[src/rtc_serial_pkg.sv]
// Constants, types and field layouts shared by the serial RTC port.
// Assumes a 10 MHz system clock; link and pin signals are asynchronous.
package rtc_serial_pkg;
  localparam logic [7:0] SLAVE_BYTE = 8'hD0;
  localparam logic [7:0] ADDR_TIME_LAST = 8'h07;
  localparam logic [7:0] ADDR_ALARM_CTRL = 8'h0A;
  localparam logic [7:0] ADDR_FLAGS = 8'h0F;
  localparam logic [7:0] ADDR_TAMPER1 = 8'h14;
  localparam logic [7:0] ADDR_TAMPER2 = 8'h15;
  localparam logic [7:0] ADDR_LAST = 8'h9F;
  localparam int FLAG_CH1_BIT = 0;
  localparam int FLAG_CH2_BIT = 1;
  localparam int BACKUP_ALARM_EN_BIT = 5;
  localparam logic [7:0] PTR_RESET = 8'h00;
  localparam logic [7:0] CFG_RESET = 8'h00;
  localparam logic [7:0] ALARM_CTRL_RESET = 8'h00;
  localparam int CLK_PERIOD_NS = 100;
  localparam int RECOVERY_MS = 200;
  localparam int RECOVERY_CYCLES = RECOVERY_MS * 1000000 / CLK_PERIOD_NS;
  localparam int FIFO_WIDTH = 16;
  localparam int FIFO_DEPTH = 4;

  typedef struct packed {
    logic [7:0] addr;
    logic [7:0] data;
  } wr_req_t;

  typedef struct packed {
    logic detect_enable;
    logic tamper_irq_enable;
    logic switch_type;
    logic trigger_polarity;
    logic [3:0] spare;
  } tamper_cfg_t;

  typedef enum logic [3:0] {
    ST_IDLE, ST_ADDR, ST_ADDR_ACK, ST_WORD, ST_WORD_ACK,
    ST_WDATA, ST_WDATA_ACK, ST_RDATA, ST_RACK, ST_IGNORE
  } bus_state_t;
endpackage

[src/pin_sync.sv]
// Two-stage synchroniser for a group of asynchronous pins.
// Assumes only the second stage is read by other logic.
// Reset value per bit should match each pin's idle level.
`timescale 1ns/1ns
`default_nettype none
module pin_sync #(
  parameter int WIDTH = 1,
  parameter logic [WIDTH-1:0] RESET_VALUE = '0
) (
  // Clock and reset
  input wire logic clk_sys_in,
  input wire logic rst_in,
  // Pins
  input wire logic [WIDTH-1:0] async_in,
  output logic [WIDTH-1:0] sync_out
);
  logic [WIDTH-1:0] stage1;

  always_ff @(posedge clk_sys_in or posedge rst_in) begin
    if (rst_in) begin
      stage1 <= RESET_VALUE;
      sync_out <= RESET_VALUE;
    end else begin
      stage1 <= async_in;
      sync_out <= stage1;
    end
  end
endmodule // pin_sync
`default_nettype wire

[src/rtc_serial_port.sv]
// Two-wire slave register port with power-fail supervision and tamper flags.
// Assumes SCL/SDA and supervisor pins are asynchronous; live time is on clk_sys_in.
`timescale 1ns/1ns
`default_nettype none
module rtc_serial_port
  import rtc_serial_pkg::*;
#(
  parameter int RECOVERY_CYCLES_P = RECOVERY_CYCLES
) (
  // Clock and reset
  input wire logic clk_sys_in,
  input wire logic rst_in,
  // Two-wire bus
  input wire logic scl_in,
  input wire logic sda_in,
  output logic sda_out,
  output logic sda_oe_out,
  // Supply supervision
  input wire logic power_fail_in,
  input wire logic battery_mode_in,
  // Tamper pins
  input wire logic tamper_input_one_in,
  input wire logic tamper_input_two_in,
  // Clock core
  input wire logic [63:0] live_time_in,
  output logic time_write_valid_out,
  output wr_req_t time_write_out,
  // External RAM select
  input wire logic chip_enable_ext_n_in,
  output logic conditioned_chip_enable_n_out,
  output logic conditioned_chip_enable_oe_out,
  // Open-drain reset and interrupt
  output logic reset_n_out,
  output logic reset_oe_out,
  output logic irq_n_out,
  output logic irq_oe_out
);
  localparam int RW = $clog2(RECOVERY_CYCLES_P + 1);

  function automatic logic in_time(input logic [7:0] a);
    return a <= ADDR_TIME_LAST;
  endfunction

  logic [6:0] sync_q;
  logic scl_d;
  logic sda_d;
  logic [RW-1:0] recov_cnt;
  bus_state_t state;
  logic [7:0] ptr;
  logic [7:0] shreg;
  logic [2:0] bit_cnt;
  logic byte_full;
  logic rw;
  logic master_ack;
  logic sda_drive;
  logic [7:0] user_time [8];
  logic [7:0] alarm_ctrl;
  tamper_cfg_t cfg1;
  tamper_cfg_t cfg2;
  logic flag1;
  logic flag2;
  logic push_ready;
  logic pop_valid;
  wr_req_t pop_data;

  pin_sync #(.WIDTH(7), .RESET_VALUE(7'h43)) u_sync (
    .clk_sys_in(clk_sys_in),
    .rst_in(rst_in),
    .async_in({chip_enable_ext_n_in, tamper_input_two_in, tamper_input_one_in,
               battery_mode_in, power_fail_in, sda_in, scl_in}),
    .sync_out(sync_q)
  );

  wire scl_s = sync_q[0];
  wire sda_s = sync_q[1];
  wire pf_s = sync_q[2];
  wire batt_s = sync_q[3];
  wire tp1_s = sync_q[4];
  wire tp2_s = sync_q[5];
  wire ex_n_s = sync_q[6];

  // Bus conditions from sampled lines
  wire scl_rise = scl_s & ~scl_d;
  wire scl_fall = ~scl_s & scl_d;
  wire start_cond = scl_s & scl_d & sda_d & ~sda_s;
  wire stop_cond = scl_s & scl_d & ~sda_d & sda_s;

  // Supervisor state
  wire recovering = pf_s | (recov_cnt != '0);
  wire blocked = recovering;

  // Decode
  wire addr_match = (shreg[7:1] == SLAVE_BYTE[7:1]);
  wire ack_ok = (state == ST_ADDR) ? addr_match : (state == ST_WDATA) ? push_ready : 1'b1;
  wire [7:0] next_ptr = (ptr == ADDR_LAST) ? PTR_RESET : ptr + 8'h01;
  wire frozen = (state != ST_IDLE) && in_time(ptr);
  wire [7:0] flags_byte = 8'(({7'h00, flag1} << FLAG_CH1_BIT) | ({7'h00, flag2} << FLAG_CH2_BIT));
  wire [7:0] rd_data = in_time(ptr) ? user_time[ptr[2:0]] :
                       (ptr == ADDR_ALARM_CTRL) ? alarm_ctrl :
                       (ptr == ADDR_FLAGS) ? flags_byte :
                       (ptr == ADDR_TAMPER1) ? cfg1 :
                       (ptr == ADDR_TAMPER2) ? cfg2 : 8'h00;
  wire push_valid = (state == ST_WDATA_ACK) && scl_rise && !blocked;
  wire pop_ready = blocked | !(frozen && in_time(pop_data.addr));
  wire apply = pop_valid && pop_ready && !blocked;
  wire trig1 = (tp1_s == cfg1.trigger_polarity);
  wire trig2 = (tp2_s == cfg2.trigger_polarity);
  wire irq_act = ((flag1 & cfg1.tamper_irq_enable) | (flag2 & cfg2.tamper_irq_enable)) &
                 (~batt_s | alarm_ctrl[BACKUP_ALARM_EN_BIT]);

  bus_state_t ack_state;
  assign ack_state = !ack_ok ? ST_IGNORE :
                     (state == ST_ADDR) ? ST_ADDR_ACK :
                     (state == ST_WORD) ? ST_WORD_ACK : ST_WDATA_ACK;

  assign sda_out = 1'b0;
  assign sda_oe_out = sda_drive;
  assign reset_n_out = 1'b0;
  assign irq_n_out = 1'b0;

  stream_fifo #(.WIDTH(FIFO_WIDTH), .DEPTH(FIFO_DEPTH)) u_wr_fifo (
    .clk_sys_in(clk_sys_in),
    .rst_in(rst_in),
    .in_valid_in(push_valid),
    .in_ready_out(push_ready),
    .in_data_in({ptr, shreg}),
    .out_valid_out(pop_valid),
    .out_ready_in(pop_ready),
    .out_data_out(pop_data)
  );

  always_ff @(posedge clk_sys_in or posedge rst_in) begin
    if (rst_in) begin
      scl_d <= 1'b1;
      sda_d <= 1'b1;
    end else begin
      scl_d <= scl_s;
      sda_d <= sda_s;
    end
  end

  // Recovery period after supply returns
  always_ff @(posedge clk_sys_in or posedge rst_in) begin
    if (rst_in) recov_cnt <= '0;
    else if (pf_s) recov_cnt <= RW'(RECOVERY_CYCLES_P);
    else if (recov_cnt != '0) recov_cnt <= recov_cnt - RW'(1);
  end

  // Serial protocol engine
  always_ff @(posedge clk_sys_in or posedge rst_in) begin
    if (rst_in) begin
      state <= ST_IDLE;
      ptr <= PTR_RESET;
      shreg <= 8'h00;
      bit_cnt <= 3'h0;
      byte_full <= 1'b0;
      rw <= 1'b0;
      master_ack <= 1'b0;
      sda_drive <= 1'b0;
    end else if (blocked) begin
      state <= ST_IDLE;
      ptr <= PTR_RESET;
      bit_cnt <= 3'h0;
      byte_full <= 1'b0;
      sda_drive <= 1'b0;
    end else if (start_cond) begin
      state <= ST_ADDR;
      bit_cnt <= 3'h0;
      byte_full <= 1'b0;
      sda_drive <= 1'b0;
    end else if (stop_cond) begin
      state <= ST_IDLE;
      sda_drive <= 1'b0;
    end else begin
      case (state)
        ST_ADDR, ST_WORD, ST_WDATA: begin
          if (scl_rise) begin
            shreg <= {shreg[6:0], sda_s};
            bit_cnt <= bit_cnt + 3'h1;
            byte_full <= (bit_cnt == 3'h7);
          end else if (scl_fall && byte_full) begin
            byte_full <= 1'b0;
            state <= ack_state;
            sda_drive <= ack_ok;
            if (state == ST_ADDR) rw <= shreg[0];
          end
        end
        ST_ADDR_ACK: begin
          if (scl_fall) begin
            bit_cnt <= 3'h0;
            if (rw) begin
              shreg <= rd_data;
              sda_drive <= ~rd_data[7];
              state <= ST_RDATA;
            end else begin
              sda_drive <= 1'b0;
              state <= ST_WORD;
            end
          end
        end
        ST_WORD_ACK: begin
          if (scl_rise) ptr <= shreg;
          else if (scl_fall) begin
            sda_drive <= 1'b0;
            state <= ST_WDATA;
          end
        end
        ST_WDATA_ACK: begin
          if (scl_rise) ptr <= next_ptr;
          else if (scl_fall) begin
            sda_drive <= 1'b0;
            state <= ST_WDATA;
          end
        end
        ST_RDATA: begin
          if (scl_fall) begin
            if (bit_cnt == 3'h7) begin
              sda_drive <= 1'b0;
              state <= ST_RACK;
            end else begin
              shreg <= {shreg[6:0], 1'b0};
              sda_drive <= ~shreg[6];
              bit_cnt <= bit_cnt + 3'h1;
            end
          end
        end
        ST_RACK: begin
          if (scl_rise) begin
            master_ack <= ~sda_s;
            if (!sda_s) ptr <= next_ptr;
          end else if (scl_fall) begin
            if (master_ack) begin
              shreg <= rd_data;
              sda_drive <= ~rd_data[7];
              bit_cnt <= 3'h0;
              state <= ST_RDATA;
            end else begin
              state <= ST_IGNORE;
            end
          end
        end
        ST_IDLE, ST_IGNORE: begin
          sda_drive <= 1'b0;
        end
        default: state <= ST_IDLE;
      endcase
    end
  end

  // User-visible time copy and drained writes
  always_ff @(posedge clk_sys_in or posedge rst_in) begin
    if (rst_in) begin
      for (int i = 0; i < 8; i++) user_time[i] <= 8'h00;
    end else begin
      for (int i = 0; i < 8; i++) begin
        if (apply && in_time(pop_data.addr) && pop_data.addr[2:0] == 3'(i)) user_time[i] <= pop_data.data;
        else if (!frozen) user_time[i] <= live_time_in[8*i +: 8];
      end
    end
  end

  always_ff @(posedge clk_sys_in or posedge rst_in) begin
    if (rst_in) begin
      alarm_ctrl <= ALARM_CTRL_RESET;
      cfg1 <= CFG_RESET;
      cfg2 <= CFG_RESET;
      time_write_valid_out <= 1'b0;
      time_write_out <= '0;
    end else begin
      time_write_valid_out <= apply && in_time(pop_data.addr);
      if (apply) time_write_out <= pop_data;
      if (apply && pop_data.addr == ADDR_ALARM_CTRL) alarm_ctrl <= pop_data.data;
      if (apply && pop_data.addr == ADDR_TAMPER1) cfg1 <= pop_data.data;
      if (apply && pop_data.addr == ADDR_TAMPER2) cfg2 <= pop_data.data;
    end
  end

  // Tamper flags, read-only, cleared only while disabled
  always_ff @(posedge clk_sys_in or posedge rst_in) begin
    if (rst_in) begin
      flag1 <= 1'b0;
      flag2 <= 1'b0;
    end else begin
      flag1 <= cfg1.detect_enable & (flag1 | trig1);
      flag2 <= cfg2.detect_enable & (flag2 | trig2);
    end
  end

  // Supervisor outputs
  always_ff @(posedge clk_sys_in or posedge rst_in) begin
    if (rst_in) begin
      reset_oe_out <= 1'b0;
      conditioned_chip_enable_n_out <= 1'b1;
      conditioned_chip_enable_oe_out <= 1'b0;
      irq_oe_out <= 1'b0;
    end else begin
      reset_oe_out <= recovering & ~batt_s;
      conditioned_chip_enable_n_out <= recovering | ex_n_s;
      conditioned_chip_enable_oe_out <= ~batt_s;
      irq_oe_out <= irq_act;
    end
  end
endmodule // rtc_serial_port
`default_nettype wire

[src/stream_fifo.sv]
// Flip-flop FIFO with valid/ready on both sides.
// Assumes DEPTH is a power of two.
`timescale 1ns/1ns
`default_nettype none
module stream_fifo #(
  parameter int WIDTH = 16,
  parameter int DEPTH = 4
) (
  // Clock and reset
  input wire logic clk_sys_in,
  input wire logic rst_in,
  // Fill side
  input wire logic in_valid_in,
  output logic in_ready_out,
  input wire logic [WIDTH-1:0] in_data_in,
  // Drain side
  output logic out_valid_out,
  input wire logic out_ready_in,
  output logic [WIDTH-1:0] out_data_out
);
  localparam int AW = $clog2(DEPTH);
  logic [WIDTH-1:0] mem [DEPTH];
  logic [AW-1:0] wr_ptr;
  logic [AW-1:0] rd_ptr;
  logic [AW:0] count;
  wire push = in_valid_in & in_ready_out;
  wire pop = out_valid_out & out_ready_in;

  assign in_ready_out = (count != (AW + 1)'(DEPTH));
  assign out_valid_out = (count != '0);
  assign out_data_out = mem[rd_ptr];

  always_ff @(posedge clk_sys_in) begin
    if (push) begin
      mem[wr_ptr] <= in_data_in;
    end
  end

  always_ff @(posedge clk_sys_in or posedge rst_in) begin
    if (rst_in) begin
      wr_ptr <= '0;
      rd_ptr <= '0;
      count <= '0;
    end else begin
      if (push) wr_ptr <= wr_ptr + AW'(1);
      if (pop) rd_ptr <= rd_ptr + AW'(1);
      if (push && !pop) count <= count + (AW + 1)'(1);
      else if (pop && !push) count <= count - (AW + 1)'(1);
    end
  end
endmodule // stream_fifo
`default_nettype wire

[config.mk]
export PLATFORM = sky130hd
export DESIGN_NAME = rtc_serial_port
export DESIGN_NICKNAME = d
export VERILOG_FILES = /design/src/rtc_serial_pkg.sv /design/src/pin_sync.sv /design/src/rtc_serial_port.sv /design/src/stream_fifo.sv
export SDC_FILE = /design/constraint.sdc
export NUM_CORES = 1
export LEC_CHECK = 0
export BUFFER_PORTS_ARGS = -buffer_cell sky130_fd_sc_hd__buf_4
export CORE_AREA = 2 2 164 166
export CTS_CLUSTER_DIAMETER = 60
export CTS_CLUSTER_SIZE = 16
export DETAILED_ROUTE_END_ITERATION = 10
export DIE_AREA = 0 0 166 168
export GPL_TIMING_DRIVEN = 0
export PLACE_DENSITY = 0.68
export RECOVER_POWER = 100
export SLEW_MARGIN = 0
export SYNTH_ARGS = -nofsm -noshare
export SYNTH_HDL_FRONTEND = slang
export SYNTH_SLANG_ARGS = --single-unit
[constraint.sdc]
create_clock -name clk_sys_in -period 5.1 [get_ports clk_sys_in]
set_input_delay 0.51 -clock clk_sys_in [delete_from_list [all_inputs] [get_ports clk_sys_in]]
set_output_delay 0.51 -clock clk_sys_in [all_outputs]
set_load 0.005 [all_outputs]
==> impl_metrics.toml, run 1 <==
[worst_hold_path]
whs_path_depth = 1
hp-start = "chip_enable_ext_n_in"
min_to = "u_sync.stage1[6]"
min-delay-path-class = "primary input to flop"

[grt]
grt_antenna_before_repair = 1
grt_pass1_vias = 9440
overflow = 0
grt_pass1_wl_mm = 55.5
grt_max_degree = 43
grtUsageTotal_pct = 25.4

[setup_path]
critPathMaxFanout = 16
r2r-end = "u_wr_fifo.mem[0][11]"
worstSetupPathType = "flop to flop"
cp-start-kind = "flop"
crit_arrival_ps = 4550
cp-end-kind = "flop"
required_ps = 5240
r2r_slack_ps = 690
rr_startpoint = "recov_cnt[2]"
reg2regPathDepth = 6

[power]
seqPwrFrac_pct = 52.5
peakVddDrop_uv = 284
p_int_mw = 3.07
p_sw_mw = 0.937
power_mw = 4.00
p_comb_share_pct = 5.3
p_leak_nw = 5.34
p_sw_share_pct = 23.4
clkPwrFrac_pct = 42.2
powerDensity_nw_per_um2 = 283

[timing]
timing.setup.tns_ps = 0
period_needed_ps = 4410
finalMaxSlewViolations = 105
hold_viol_final = 0
relSlewSlack_pct = -33.4
fmax_mhz = 227
skew_ps = 19.4
rsz0062_at_grt = "false"
fin_ws_ps = 687
min_period_over_period_pct = 86.5
setup_violations = 0
worstMarginPinSlew_ps = 2000

[synth]
synth-edff-count = 64
netlist-cell-type-count = 77
postSynthAreaPerCell_sq_um = 11.3
yosysTopAreaCellShare_pct = 35.2
synthCells = 1085
synth.most_common_cell = "dfrtp_1"
synth_area_leader_cell = "dfrtp_1"
synthTopCellsByArea = "dfrtp_1, edfxtp_1, mux4_2, mux2_2, nand4_1"
seq_area_frac_synth_pct = 52.7
synth-warning-count = 0
syn_area_sq_um = 12300
synth-seq-cells = 246
synthTopCellsByCount = "dfrtp_1, nor2_1, o21ai_0"
async_reset_ff_share_pct = 74.0
synth_ff_type = "dfrtp_1"

[placement]
hpwl_mm = 25.0
routabilityCongestion = 0.920
post-place-ws_ps = 1050
portBuffers = 94

[cells_and_area]
antennaDiodeCount = 0
utilization_pct = 53.8
final_nets = 1297
layout-drive-gt1-share_pct = 20.0
synthToLayoutAreaGrowth_pct = 15.1
fillers = 2293

[die]
die-area_sq_um = 27900
start_util_pct = 46.7
die_h_um = 168
chipWidth_um = 166
num_rows = 60
io_pins = 98
core_sq_um = 26400

[cts]
cts.repair.resized = 0
cts_tree = "built"
ctsHoldBuffers = 0
cts_buffers = 23
path_clk_slew_ps = 70
clock_latency_ps = 540
clock-sinks = 246
post-cts-setup-buffers = 0
htree_levels = 1
clockBufferDepth = 3
clockRootBuffer = "clkbuf_16"

[status]
failed_checks = "capacitance limit, slew limit"
status = "finished, violations left"

[routing]
antenna_left = 0
vias_per_cell = 6.32
dr.pass1.iters = 5
routedWlPerCell_um = 22.6
dr.first_iter.drc_count = 1256
vias = 9903
drcViolationCount = 0
wl_mm = 35.4

[run]
drv_cap = 3
-- area by class of cell --
type | instances | area [sq um] | area share (%)
clock inverters | 11 | 96.3 | 0.680
inverters | 19 | 72.6 | 0.512
well taps | 341 | 427 | 3.01
clock buffers | 30 | 636 | 4.49
flip-flops and latches | 246 | 6490 | 45.8
multi-input cells | 734 | 5360 | 37.8
plain buffers | 88 | 363 | 2.56
repair buffers | 98 | 727 | 5.13
-- per-stage QoR --
stage          instances  hold slack (ps)  instance area [sq um]
2_1_floorplan       1087              331                  12300
3_3_place_gp        1522              333                  13500
3_5_place_dp        1526              336                  13500
4_1_cts             1567             60.0                  14300
5_1_grt             1567             65.0                  14200
6_report            1567             81.1                  14200
-- power by group through the flow --
stage | clock network, mW | registers, mW | logic, mW
finish | 1.69 | 2.10 | 0.214
detailed placement | 0 | 2.14 | 0.219
global route | 1.79 | 2.10 | 0.238
floorplan | 0 | 2.13 | 0.129
global placement | 0 | 2.14 | 0.207
CTS | 1.71 | 2.10 | 0.221
-- sequential cells by signal (all words and copies together), names as in the netlist, 7 cells and up --
name / flops
alarm_ctrl: 8
cfg1: 8
cfg2: 8
ptr: 8
recov_cnt: 21
shreg: 8
time_write_out: 16
u_sync.stage1: 7
u_sync.sync_out: 7
u_wr_fifo.mem: 64
user_time: 64
-- how the worst max path moves through the flow --
stage | start | to | depth (start not counted)
final | recov_cnt[2] | u_wr_fifo.mem[0][11] | 6
after global routing | recov_cnt[2] | u_wr_fifo.mem[0][14] | 6
after CTS | ptr[5] | u_wr_fifo.count[2] | 12
after detailed placement | ptr[5] | u_wr_fifo.count[2] | 12
after global placement | rst_in | u_sync.stage1[4] | 2
after floorplan | ptr[7] | u_wr_fifo.count[2] | 12
-- kinds of logic (layout without fill, tap and decap cells) --
group	count (synthesis)	count (layout)	share of synthesized area [%]
other	1	3	0.0305
AOI/OAI and AO/OA	263	263	14.0
muxes	95	95	11.5
DFF	246	246	52.7
and+or+nand+nor	332	332	14.8
xor gates and xnor gates	27	27	1.92
adders and majority gates	14	14	1.48
buffers and inverters	107	246	3.63
-- worst max-delay path, stage by stage (launching register included) --
cell	delay [ps]
dfrtp_1	430
nor4_1	710
and4b_1	510
clkbuf_1	520
nand2_2	380
nor2_1	460
and2_0	1010
-- per-layer routing --
metal	vias up	share of wire [%]	track usage (%)	wire length, um
met5	-	0	0	0
met3	82	9.4	4.63	3340
li1	4355	-	-	-
met1	4925	41	36.0	14500
met4	0	3.2	8.05	1140
met2	541	46	40.0	16400
-- cells in the final DEF (no fill, tap or decap), drive strengths merged, types with 10 or more instances in the layout --
master  synthesis  routed
a211oi         11      11
a21o           14      14
a21oi          45      45
a31oi          34      34
a41oi          10      10
and2           18      18
buf            27      83
clkbuf         61     133
dfrtp         173     173
edfxtp         64      64
ha             13      13
inv            19      23
mux2           49      49
mux2i          14      14
mux4           32      32
nand2          65      65
nand3          14      14
nand3b         12      12
nand4          56      56
nor2           72      72
nor2b          17      17
nor3           17      17
nor4           10      10
o21ai          69      69
o22ai          15      15
xnor2          16      16
xor2           11      11
(Power assumes the default switching activity.)
==> inputs of run 2 (changes only) <==
BUFFER_PORTS_ARGS = unset   (was -buffer_cell sky130_fd_sc_hd__buf_4)
DONT_BUFFER_PORTS = 1   (was unset)
PLACE_DENSITY = 0.75   (was 0.68)
==> run 2 against run 1 <==
The flow still finishes with violations (capacitance limit, slew limit). Hold slack lost 54 ps. Cell area shrank 4.6%. Core utilization shrank 2.5 points. Wire length shrank 0.99%. Non-clock buffer count shrank 86. Flip-flop and latch count is the same. First-iteration DRC count shrank 6.1%. Fmax shrank 0.37%. Final cell count shrank 5.5%.
==> impl_metrics.toml, run 2 (synthesized netlist as in run 1, its figures left out) <==
[timing]
timing.setup.tns_ps = 0
period_needed_ps = 4430
rsz0062_at_grt = "false"
setup_violations = 0
fmax_mhz = 226
min_period_over_period_pct = 86.9
finalMaxSlewViolations = 142
skew_ps = 28.5
worstMarginPinSlew_ps = 2010
hold_viol_final = 0
relSlewSlack_pct = -33.9

[setup_path]
required_ps = 5560
worstPathCellList = "nor4_1 -> and4b_1 -> clkbuf_1 -> nand2_1 -> nor2_1 -> ha_1 -> inv_1 -> fa_1 -> xor2_1 -> nor2_1 -> xor2_1"
slowest_delay_ps = 710
cp-end-kind = "flop"
critPathMaxFanout = 10
critPathBufInv = 2
crit_family = "simple AND/OR/NAND/NOR gates"
cp-start-kind = "flop"
worstSetupPathType = "flop to flop"
crit_arrival_ps = 4890
crit_slowest_cell = "nor4_1"

[cts]
clockRootBuffer = "clkbuf_16"
clock-sinks = 246
clock_latency_ps = 530
htree_levels = 1
cts.repair.resized = 0
cts_tree = "built"
ctsHoldBuffers = 4
clockBufferDepth = 3
path_clk_slew_ps = 70
cts_buffers = 23
post-cts-setup-buffers = 0

[grt]
grt_pass1_vias = 9284
overflow = 0
grt_max_degree = 43
grt_antenna_before_repair = 1
grtUsageTotal_pct = 24.7
grt_pass1_wl_mm = 54.2

[die]
io_pins = 98
num_rows = 60
core_sq_um = 26400
start_util_pct = 46.7
die_h_um = 168
die-area_sq_um = 27900
chipWidth_um = 166

[cells_and_area]
layout-drive-gt1-share_pct = 12.6
synthToLayoutAreaGrowth_pct = 9.78
final_cell_mix = "dfrtp_1, clkbuf_1, nor2_1"
fin_cells = 1481
reg_top3 = "u_wr_fifo.mem: 64 flops, user_time: 64 flops, recov_cnt: 21 flops"
final_nets = 1211
final_cell_area_sq_um = 13500
layout_commonest_cell = "dfrtp_1"

[status]
failed_checks = "capacitance limit, slew limit"
status = "finished, violations left"

[routing]
routedWlPerCell_um = 23.7
wl_mm = 35.0
vias_per_cell = 6.42
dr.first_iter.drc_count = 1180
dr.pass1.iters = 6
drcViolationCount = 0
vias = 9510
antenna_left = 0

[power]
peakVddDrop_uv = 318
p_leak_nw = 4.90
powerDensity_nw_per_um2 = 291
power_mw = 3.93

[placement]
portBuffers = 0
routabilityCongestion = 0.956
dp_cells = 1433
hpwl_mm = 25.1
placed_area_sq_um = 12800

[run]
drv_cap = 4

[worst_hold_path]
min-delay-path-class = "primary input to flop"
-- run 2: changes by cell type in the layout (fill, tap and decap cells not counted), sizes merged --
cell         previous run  this run
diode                   0         1
dlygate4sd3             0         7
buf                    83        17
clkinvlp                2         3
clkbuf                133       105
clkinv                  5         2
inv                    23        25
-- run 2: final timing paths --
check                                            endpoint  depth (start not counted)  slack (ps)                 from
max                                    u_wr_fifo.count[2]                         11         670         recov_cnt[3]
min                                      u_sync.stage1[5]                          0          30  tamper_input_two_in
max reg2reg                            u_wr_fifo.count[2]                         11         670         recov_cnt[3]
min reg2reg                            u_sync.sync_out[3]                          0         350     u_sync.stage1[3]
max in group asynchronous  conditioned_chip_enable_oe_out                          4        1070               rst_in
min in group asynchronous              time_write_out[15]                          2         390               rst_in
-- run 2: metal layers --
metal | share of wire, % | up-vias | GRT usage, %
li1 | - | 4178 | -
met1 | 40 | 4747 | 33.7
met2 | 46 | 495 | 39.8
met3 | 9.7 | 90 | 5.57
met4 | 3.5 | 0 | 7.79
met5 | 0 | - | 0
-- run 2: where the power goes --
group | switching (mW) | internal [mW] | leakage (nW)
sequential | 0.0410 | 2.06 | 2.76
combinational | 0.0995 | 0.0704 | 1.80
clock | 0.787 | 0.868 | 0.341
total | 0.927 | 3.00 | 4.90
-- run 2: stage by stage --
| stage | utilization, % | hold slack, ps | worst slack (ps) |
|---|---|---|---|
| floorplan | - | 331 | 1800 |
| global placement | 48.4 | 334 | 1130 |
| detailed placement | 48.8 | 330 | 1110 |
| CTS | 51.6 | 0.136 | 1100 |
| global route | 51.3 | 8.92 | 468 |
| finish | 51.3 | 27.1 | 670 |
-- run 2: cell type report --
class	count	area [sq um]
antenna	1	2.50
fill	2342	12800
sequential	246	6490
buffer	88	360
inverter	19	72.6
timing repair buffer	12	105
tap	341	427
clock buffer	29	608
multi-input combinational	734	5350
clock inverter	11	97.6
-- run 2: worst register-to-register path: cells and delay by family (launching register included) --
| kind | cells | cell delay [ps] |
|---|---|---|
| AND/OR/NAND/NOR | 5 | 2340 |
| flip-flops | 1 | 420 |
| XOR/XNOR | 2 | 320 |
| adder cells (fa/ha/maj) | 2 | 710 |
| buffers and inverters | 2 | 570 |
